$ cat config.mk
export PLATFORM = sky130hd
export DESIGN_NAME = hpp_power_path_config
export DESIGN_NICKNAME = d
export VERILOG_FILES = /design/src/hpp_pkg.sv /design/src/hpp_power_path_config.sv
export SDC_FILE = /design/constraint.sdc
export NUM_CORES = 1
export LEC_CHECK = 0
export BUFFER_PORTS_ARGS = -buffer_cell sky130_fd_sc_hd__buf_2
export CAP_MARGIN = 10
export CORE_ASPECT_RATIO = 1.2
export CORE_MARGIN = 8
export CORE_UTILIZATION = 46
export DETAILED_ROUTE_END_ITERATION = 10
export PLACE_DENSITY = 0.75
export SYNTH_ARGS = -nofsm -noshare
export SYNTH_HDL_FRONTEND = slang
export SYNTH_SLANG_ARGS = --single-unit
$ cat constraint.sdc
create_clock -name i_core_clk -period 13.2 [get_ports i_core_clk]
set_input_delay 1.98 -clock i_core_clk [delete_from_list [all_inputs] [get_ports i_core_clk]]
set_output_delay 1.98 -clock i_core_clk [all_outputs]
set_load 0.05 [all_outputs]
$ cat src/hpp_pkg.sv
package hpp_pkg;

    // Register offsets on the serial register interface
    localparam logic [7:0] HPP_PATH_CFG_ADDR    = 8'h18;
    localparam logic [7:0] HPP_THERMAL_CFG_ADDR = 8'h19;

    // Field positions in the path configuration register
    localparam int HPP_MODE_MSB = 7;
    localparam int HPP_MODE_LSB = 6;
    localparam int HPP_HYST_MSB = 5;
    localparam int HPP_HYST_LSB = 4;
    localparam int HPP_THR_MSB  = 3;
    localparam int HPP_THR_LSB  = 0;

    // Field positions in the thermal configuration register
    localparam int HPP_THM_INHIBIT_BIT = 6;
    localparam logic [7:0] HPP_THERMAL_CFG_MASK = 8'h7F;

    // Values after reset
    localparam logic [7:0] HPP_PATH_CFG_RESET    = 8'h00;
    localparam logic [7:0] HPP_THERMAL_CFG_RESET = 8'h00;

    // Threshold coding, millivolts
    localparam logic [12:0] HPP_THR_BASE_MV  = 13'h0FD2;
    localparam logic [12:0] HPP_THR_STEP_MV  = 13'h0032;
    localparam logic [3:0]  HPP_THR_MAX_CODE = 4'hB;

    // Hysteresis coding, millivolts
    localparam logic [12:0] HPP_HYST_BASE_MV = 13'h0046;
    localparam logic [12:0] HPP_HYST_STEP_MV = 13'h0032;

    typedef enum logic [1:0] {
        HPP_MODE_DIRECT    = 2'h0,
        HPP_MODE_THRESHOLD = 2'h1,
        HPP_MODE_DIODE     = 2'h2,
        HPP_MODE_RESERVED  = 2'h3
    } hpp_mode_type;

    typedef enum logic {
        HPP_PATH_DIRECT,
        HPP_PATH_DIODE
    } hpp_path_type;

    typedef struct packed {
        logic       wr_en;
        logic [7:0] addr;
        logic [7:0] wdata;
    } hpp_reg_req_type;

    typedef struct packed {
        logic [7:0]   path_cfg;
        logic [7:0]   thermal_cfg;
        hpp_path_type path;
        logic [1:0]   chg_sync;
        logic [1:0]   en_sync;
        logic [7:0]   rdata;
        logic         direct_on;
        logic         diode_on;
        logic         active;
    } hpp_state_type;

endpackage

$ cat src/hpp_power_path_config.sv
`timescale 1ns/100ps
// Summary of operation
// - Mode 00 forces the direct battery path with the pass transistor fully on, unless the thermal inhibit bit forces the ideal diode.
// - With thermal inhibit clear, mode 01 picks direct path below threshold, ideal diode above it.
// - In mode 01 the diode exit threshold drops by 70 to 220 mV.
// - Mode 10 runs the battery transistor permanently as an ideal diode.
// - Threshold code 0 is 4.05 V, 50 mV steps to 4.60 V; 1100 up reserved.
// - Path settings act only with charger supply absent and harvester enabled.
module hpp_power_path_config
    import hpp_pkg::*;
(
    input  wire logic            i_core_clk,
    input  wire logic            i_rst_b,
    input  wire hpp_reg_req_type i_reg_req,
    output logic [7:0]           o_reg_rdata,
    input  wire logic [12:0]     i_battery_mv,
    input  wire logic            i_charger_input_supply,
    input  wire logic            i_harvester_interaction_enable,
    output logic                 o_direct_path_on,
    output logic                 o_ideal_diode_on,
    output logic                 o_harvester_path_active,
    output logic [12:0]          o_threshold_mv,
    output logic                 o_threshold_reserved
);

    hpp_state_type s_q;
    hpp_state_type s_d;

    hpp_mode_type path_mode_select;
    logic [1:0]   recharge_hysteresis_select;
    logic [3:0]   battery_threshold_select;
    logic         thermal_inhibit_override;

    logic         mode_direct;
    logic         mode_threshold;
    logic         mode_diode;

    logic         thr_reserved;
    logic [3:0]   thr_code;
    logic [12:0]  thr_mv;
    logic [12:0]  hyst_mv;
    logic [12:0]  exit_mv;
    logic         above_thr;
    logic         below_exit;

    logic         charger_present;
    logic         harvester_enabled;
    logic         active;
    logic         wr_path_cfg;
    logic         wr_thermal_cfg;

    always_comb
    begin
        path_mode_select           = hpp_mode_type'(s_q.path_cfg[HPP_MODE_MSB:HPP_MODE_LSB]);
        recharge_hysteresis_select = s_q.path_cfg[HPP_HYST_MSB:HPP_HYST_LSB];
        battery_threshold_select   = s_q.path_cfg[HPP_THR_MSB:HPP_THR_LSB];
        thermal_inhibit_override   = s_q.thermal_cfg[HPP_THM_INHIBIT_BIT];
    end

    always_comb
    begin
        mode_direct    = 1'b0;
        mode_threshold = 1'b0;
        mode_diode     = 1'b0;
        case (path_mode_select)
            HPP_MODE_DIRECT:
            begin
                mode_direct = 1'b1;
            end
            HPP_MODE_THRESHOLD:
            begin
                mode_threshold = 1'b1;
            end
            HPP_MODE_DIODE:
            begin
                mode_diode = 1'b1;
            end
            default:
            begin
                // Mode 11 selects no path of its own
                mode_direct = 1'b0;
            end
        endcase
    end

    always_comb
    begin
        thr_reserved = (battery_threshold_select > HPP_THR_MAX_CODE);
        // Reserved codes clamp to the top threshold
        if (thr_reserved)
        begin
            thr_code = HPP_THR_MAX_CODE;
        end
        else
        begin
            thr_code = battery_threshold_select;
        end
        thr_mv     = HPP_THR_BASE_MV + 13'(HPP_THR_STEP_MV * 13'(thr_code));
        hyst_mv    = HPP_HYST_BASE_MV
                     + 13'(HPP_HYST_STEP_MV * 13'(recharge_hysteresis_select));
        exit_mv    = thr_mv - hyst_mv;
        above_thr  = (i_battery_mv > thr_mv);
        below_exit = (i_battery_mv < exit_mv);
    end

    always_comb
    begin
        charger_present   = s_q.chg_sync[1];
        harvester_enabled = s_q.en_sync[1];
        active            = !charger_present && harvester_enabled;
        wr_path_cfg       = i_reg_req.wr_en && (i_reg_req.addr == HPP_PATH_CFG_ADDR);
        wr_thermal_cfg    = i_reg_req.wr_en && (i_reg_req.addr == HPP_THERMAL_CFG_ADDR);
    end

    always_comb
    begin
        s_d = s_q;

        // Two-stage synchronisers for the asynchronous supply and enable levels
        s_d.chg_sync = {s_q.chg_sync[0], i_charger_input_supply};
        s_d.en_sync  = {s_q.en_sync[0], i_harvester_interaction_enable};
        s_d.active   = active;

        // Writes to any other address are ignored
        if (wr_path_cfg)
        begin
            s_d.path_cfg = i_reg_req.wdata;
        end
        if (wr_thermal_cfg)
        begin
            s_d.thermal_cfg = i_reg_req.wdata & HPP_THERMAL_CFG_MASK;
        end

        // Read data follows the presented address one cycle later
        case (i_reg_req.addr)
            HPP_PATH_CFG_ADDR:
            begin
                s_d.rdata = s_q.path_cfg;
            end
            HPP_THERMAL_CFG_ADDR:
            begin
                s_d.rdata = s_q.thermal_cfg;
            end
            default:
            begin
                s_d.rdata = 8'h00;
            end
        endcase

        // Threshold-mode path choice; the exit point sits below the entry point
        case (s_q.path)
            HPP_PATH_DIRECT:
            begin
                if (above_thr)
                begin
                    s_d.path = HPP_PATH_DIODE;
                end
            end
            HPP_PATH_DIODE:
            begin
                if (below_exit)
                begin
                    s_d.path = HPP_PATH_DIRECT;
                end
            end
            default:
            begin
                s_d.path = HPP_PATH_DIRECT;
            end
        endcase
        if (!active || !mode_threshold)
        begin
            s_d.path = HPP_PATH_DIRECT;
        end

        // Outside harvester operation the path is left to the charger logic
        s_d.direct_on = 1'b0;
        s_d.diode_on  = 1'b0;
        if (active)
        begin
            if (thermal_inhibit_override)
            begin
                s_d.diode_on = 1'b1;
            end
            else if (mode_direct)
            begin
                s_d.direct_on = 1'b1;
            end
            else if (mode_threshold)
            begin
                s_d.direct_on = (s_d.path == HPP_PATH_DIRECT);
                s_d.diode_on  = (s_d.path == HPP_PATH_DIODE);
            end
            else if (mode_diode)
            begin
                s_d.diode_on = 1'b1;
            end
            else
            begin
                // Both switches stay open in mode 11
                s_d.direct_on = 1'b0;
            end
        end
    end

    always_ff @(posedge i_core_clk)
    begin
        if (!i_rst_b)
        begin
            s_q             <= '0;
            s_q.path_cfg    <= HPP_PATH_CFG_RESET;
            s_q.thermal_cfg <= HPP_THERMAL_CFG_RESET;
            s_q.path        <= HPP_PATH_DIRECT;
        end
        else
        begin
            s_q <= s_d;
        end
    end

    assign o_reg_rdata             = s_q.rdata;
    assign o_direct_path_on        = s_q.direct_on;
    assign o_ideal_diode_on        = s_q.diode_on;
    assign o_harvester_path_active = s_q.active;
    assign o_threshold_mv          = thr_mv;
    assign o_threshold_reserved    = thr_reserved;

endmodule

**After elaboration in Yosys (flattened, before gate mapping)**

Index checks and enable logic that the tools add are counted.
Widths: inputs -> output; s select.

- Flip-flop bits (word level): 31

- Add/sub/neg operators: 3
- Multiply operators: 2
- Magnitude comparators: 3
- Eq/ne operators: 4
- Muxes and demuxes: 14
- Bitwise operators: 4
- Reductions and logical operators: 10

Operator list:

| kind | number |
|---|---|
| $eq 8x5->1 const B | 2 |
| $pmux 8 s2 | 1 |
| $add 12x10->13 const A | 1 |
| $gt 13x13->1 | 1 |
| $lt 13x13->1 | 1 |
| $sub 13x9->13 | 1 |
| $mux 1 | 10 |
| $add 7x8->9 const A | 1 |
| $mul 5x4->9 const A | 1 |
| $mul 5x2->7 const A | 1 |
| $gt 4x4->1 const B | 1 |
| $mux 4 | 1 |
| $not 1->1 | 4 |
| $logic_and 1x1->1 | 3 |
| $logic_not 1->1 | 3 |
| $reduce_or 3->1 | 1 |
| $eq 2x1->1 const B | 1 |
| $eq 2x2->1 const B | 1 |
| $logic_not 2->1 | 1 |
| $mux 2 | 1 |
| $pmux 1 s2 | 1 |
| $reduce_and 2->1 | 1 |
| $logic_or 1x1->1 | 1 |

**Depth between registers and ports, before layout**

- Depth after elaboration: 13
- Gate-level depth with buffers: 24

**Worst setup path after synthesis**

Ideal clock, no wire load.

- Kind: flip-flop to output port
- Start point: reg s_q, in the netlist battery_threshold_select[3]
- End point: out o_threshold_mv[12]
- Arrival: 4337 ps
- Required time: 11220 ps
- Slack: 6883 ps
- Cell stages (with the launch flop): 10
- Path buffers: 1
- Cells stage by stage: dfxtp_1 > buf_4 > nand2_1 > inv_1 > nor2_1 > ha_1 > nand4bb_2 > nand3_2 > nor3_1 > inv_1

- Longest elaborated chain between the ends: 4

Ends and longest elaborated chain:

| element | line | RTL |
|---|---|---|
| start: declaration | hpp_power_path_config.sv:26 | `hpp_state_type s_q;` |
| $gt 4x4->1 | hpp_power_path_config.sv:88 | `thr_reserved = (battery_threshold_select > HPP_THR_MAX_CODE);` |
| named net o_threshold_reserved | hpp_power_path_config.sv:23 | `output logic o_threshold_reserved` |
| $mux 4 | hpp_power_path_config.sv:90 | `if (thr_reserved)` |
| $mul 5x4->9 | hpp_power_path_config.sv:98 | `thr_mv = HPP_THR_BASE_MV + 13'(HPP_THR_STEP_MV * 13'(thr_code));` |
| $add 12x10->13 | hpp_power_path_config.sv:98 |  |
| end: declaration | hpp_power_path_config.sv:22 | `output logic [12:0] o_threshold_mv,` |

The timed path passes the listed nets, and every way through them passes these cells.

**Worst setup path after layout**

- Start point: reg s_q, in the netlist battery_threshold_select[3]
- End point: out o_threshold_mv[9]

- Longest elaborated chain between the ends: 4

Ends and longest elaborated chain:

| element | line |
|---|---|
| $gt 4x4->1 | hpp_power_path_config.sv:88 |
| $mux 4 (*) | hpp_power_path_config.sv:90 |
| $mul 5x4->9 (*) | hpp_power_path_config.sv:98 |
| $add 12x10->13 (*) | hpp_power_path_config.sv:98 |

Mark *: on every way between the ends. The rest lies on a longest branch, timed or not.

==> run_results.csv <==
group,metric,value,unit
die,die_y,101,um
power_and_ir_drop,total_power,0.190,mW
worst_setup_path,r2r-end,"o_ideal_diode_on",
power_and_ir_drop,p_sw,0.0449,mW
logic_synthesis,synthFlopType,"dfxtp_1",
sta,hold_viol,0,
logic_synthesis,syn-num-nets,387,
place,place_ws,7.89,ns
grt,grt-ovfl-total,0,
worst_setup_path,path_delay_family,"simple AND/OR/NAND/NOR gates",
worst_setup_path,crit_required,11.22,ns
hold_path,hold_start,"s_d[14]",
place,place.gp.congestion,0.874,
hold_path,hp-class,"flip-flop to flip-flop",
logic_synthesis,synth.distinct_cells,61,
power_and_ir_drop,p_comb_frac,0.115,
power_and_ir_drop,p_int,0.145,mW
routing,drtPass1Iterations,4,
logic_synthesis,synth_warnings,0,
worst_setup_path,startpoint_type,"flip-flop",
sta,setup_ws,7.89,ns
logic_synthesis,ys_seq_area_frac,0.226,
clock_tree,postCtsSetupRepairBufs,0,
clock_tree,clock-sinks,31,
grt,top_usage_layer,"met2",
logic_synthesis,synthesis.instances,313,
grt,grtUsageMet1,0.159,
grt,grt_use_met3,0.0326,
finish,utilization,0.526,
logic_synthesis,synth_top_area_cell,"dfxtp_1",
power_and_ir_drop,leakage,1.60,nW
worst_setup_path,slowest_stage,"dfxtp_1",
clock_tree,clk_path_buf_depth,2,
clock_tree,cts_resized,0,
logic_synthesis,synth_top_area_frac,0.226,
sta,tightest_slew,0.688,ns
grt,met2_usage,0.264,
sta,drv_slew,0,
finish,drive_gt1_frac,0.220,
die,io_pins,59,
place,numPortBuffers,57,
clock_tree,clkLatencyLatePin,0.28,ns
logic_synthesis,async_flop_share,0,
place,dp_hpwl,5.13,mm
sta,rsz0062_at_grt,"no",
logic_synthesis,synth_edf_count,0,
worst_setup_path,reg2reg_slack,7.93,ns
routing,viasPerCell,5.23,
worst_setup_path,cp_num_buf_inv,1,
worst_setup_path,crit_type,"flip-flop to output port",
finish,n_antenna_cell,0,
power_and_ir_drop,swShare,0.236,
power_and_ir_drop,pwr-share-seq,0.497,
routing,vias,2307,
power_and_ir_drop,power.share.clock,0.388,
worst_setup_path,r2r-start,"battery_threshold_select[3]",
grt,antenna_found_initial,0,
clock_tree,holdBufCountCts,0,
power_and_ir_drop,pwr_density_cell,61.4,nW/um2
die,coreArea,5900,um2
routing,drt_wl_total,6.21,mm
sta,fin_tns_setup,0,ns
die,start_util,0.466,
clock_tree,clockRootBuffer,"clkbuf_8",
worst_setup_path,cp_cell_sequence,"nand2_1, nand2b_1, ha_1, ha_1, xnor2_4, o311ai_4, nor3_2, a311oi_1, nand2_1, buf_2",
worst_setup_path,reg2regPathDepth,22,
worst_setup_path,arrival,3.33,ns
sta,setup_viol,0,
finish,area_growth,12.9,%
worst_setup_path,worst-path-max-fanout,16,
logic_synthesis,ys_ff_latch,31,
die,fp.dieW,86.5,um
finish,finalNetCount,433,
sta,max_freq,188,MHz
logic_synthesis,synthTopCellsByArea,"dfxtp_1 23%, ha_1 18%, mux2i_1 8.4%",
clock_tree,cts.reportedPaths.clkPinSlew,0.06,ns
clock_tree,numCtsBuffers,5,
die,dieArea,8710,um2
clock_tree,cts_tree,"done",
status,outcome,"finished, final reports clean",
grt,grt_pass1_wl,10.3,mm
worst_setup_path,endpoint_kind,"output port",
sta,slew_headroom,0.538,
power_and_ir_drop,ir_drop,98.2,uV
grt,grt_usage,0.145,
routing,post-route-drc-count,0,
worst_setup_path,max_stage_delay,0.66,ns
sta,skew,0.00564,ns
routing,ant_nets,0,
sta,finalCriticalPeriod,5.31,ns
logic_synthesis,synth_area,2750,um2
job,drv_cap,0,
logic_synthesis,syn_area_per_cell,8.77,um2
grt,grt_pass1_vias,2326,
grt,grt_max_degree,23,
routing,first_iter_violations,85,
sta,min_period_over_period,0.402,
clock_tree,htree_num_levels,2,
worst_setup_path,critPathLaunch,"battery_threshold_select[3]",
die,num_rows,31,
routing,wl_per_cell,14.1,um
hold_path,hold_depth,1,
hold_path,whs_endpoint,"charger_present",
==> power by group through the flow <==
stage / Sequential (mW) / Combinational (mW) / Clock [mW]
2_1_floorplan: 0.0972 / 0.0124 / 0
3_3_place_gp: 0.0966 / 0.0212 / 0
3_5_place_dp: 0.0967 / 0.0218 / 0
4_1_cts: 0.0946 / 0.0219 / 0.0762
5_1_grt: 0.0946 / 0.0243 / 0.0799
6_report: 0.0946 / 0.0218 / 0.0739
==> state kept, by name (all words and copies together) (netlist names) <==
| register | flops |
|---|---|
| battery_threshold_select | 4 |
| o_reg_rdata | 8 |
| o_direct_path_on | 1 |
| s_d | 2 |
| o_harvester_path_active | 1 |
| harvester_enabled | 1 |
| path_mode_select | 2 |
| charger_present | 1 |
| s_q | 8 |
| o_ideal_diode_on | 1 |
| recharge_hysteresis_select | 2 |
==> Yosys cell counts (3+ instances only) <==
| master | count |
|---|---|
| a21o_1 | 4 |
| a21oi_1 | 13 |
| a31oi_1 | 3 |
| and2_1 | 7 |
| buf_4 | 10 |
| clkbuf_1 | 6 |
| dfxtp_1 | 31 |
| ha_1 | 39 |
| inv_1 | 30 |
| mux2i_1 | 23 |
| nand2_1 | 14 |
| nand2b_1 | 6 |
| nand3_1 | 5 |
| nand3b_1 | 3 |
| nor2_1 | 17 |
| nor2b_1 | 21 |
| nor3_1 | 6 |
| o21a_1 | 3 |
| o21ai_0 | 7 |
| or3_1 | 3 |
| xnor2_1 | 10 |
| xor2_1 | 4 |
==> worst reg2reg max path, cell delays in order, from the launching register on <==
cell	delay (ns)
dfxtp_1	0.66
nand2_1	0.20
nand2b_1	0.17
ha_1	0.23
ha_1	0.32
o2111a_1	0.21
or3_1	0.33
and2_1	0.17
xor2_1	0.17
ha_1	0.31
inv_1	0.04
ha_1	0.34
nand2_1	0.06
o21ai_0	0.30
a311oi_2	0.18
or2_1	0.24
ha_1	0.29
nand3_1	0.09
nor2_1	0.04
a221oi_1	0.28
nor2_1	0.09
o211a_1	0.16
o31a_1	0.28
==> placed cells by master, fill, tap and decap left out, types with 4 or more instances in the layout <==
| master | count |
|---|---|
| a21o_1 | 4 |
| a21oi_1 | 13 |
| and2_1 | 7 |
| buf_2 | 57 |
| clkbuf_8 | 6 |
| dfxtp_1 | 31 |
| ha_1 | 39 |
| inv_1 | 30 |
| mux2i_1 | 23 |
| nand2_1 | 14 |
| nand2b_1 | 6 |
| nand3_1 | 5 |
| nor2_1 | 17 |
| nor2b_1 | 21 |
| nor3_1 | 6 |
| o21ai_0 | 7 |
| xnor2_1 | 10 |
| xor2_1 | 4 |
==> worst max path at each step <==
stage | to | slack [ns] | cells past startpoint
floorplan | o_threshold_mv[12] | 6.88 | 9
global placement | o_ideal_diode_on | 8.14 | 22
detailed placement | o_ideal_diode_on | 7.89 | 22
CTS | o_threshold_mv[9] | 7.86 | 10
global route | o_ideal_diode_on | 7.44 | 22
finish | o_threshold_mv[9] | 7.89 | 10
==> through the flow <==
step | std cells | hold WS (ns) | instance area (um2)
floorplan | 313 | 0.412 | 2750
global placement | 434 | 0.413 | 3010
detailed placement | 434 | 0.419 | 3010
CTS | 441 | 0.435 | 3100
global route | 441 | 0.434 | 3100
finish | 441 | 0.428 | 3100
==> cell type report <==
type / instances / area (um2)
Fill cell: 588 / 2790
Multi-Input combinational cell: 233 / 1890
Sequential cell: 31 / 621
Timing Repair Buffer: 57 / 285
Inverter: 31 / 116
Tap cell: 82 / 103
Clock buffer: 6 / 82.6
Clock inverter: 1 / 5.00
==> cells by family after synthesis <==
kind of cell    after synthesis  synth area share
compound gates               51             0.138
xor+xnor                     16            0.0606
fa+ha+maj                    41             0.189
buf+inv                      49            0.0861
flops                        31             0.226
mux                          23            0.0838
other cells                   1           0.00137
simple gates                101             0.215
==> routing by layer <==
| layer | routed length, um | vias to the layer above |
|---|---|---|
| li1 | - | 1170 |
| met1 | 2640 | 1049 |
| met2 | 3020 | 76 |
| met3 | 425 | 12 |
| met4 | 121 | 0 |
| met5 | 0 | - |
No activity file was read; power rests on OpenSTA's default activity.
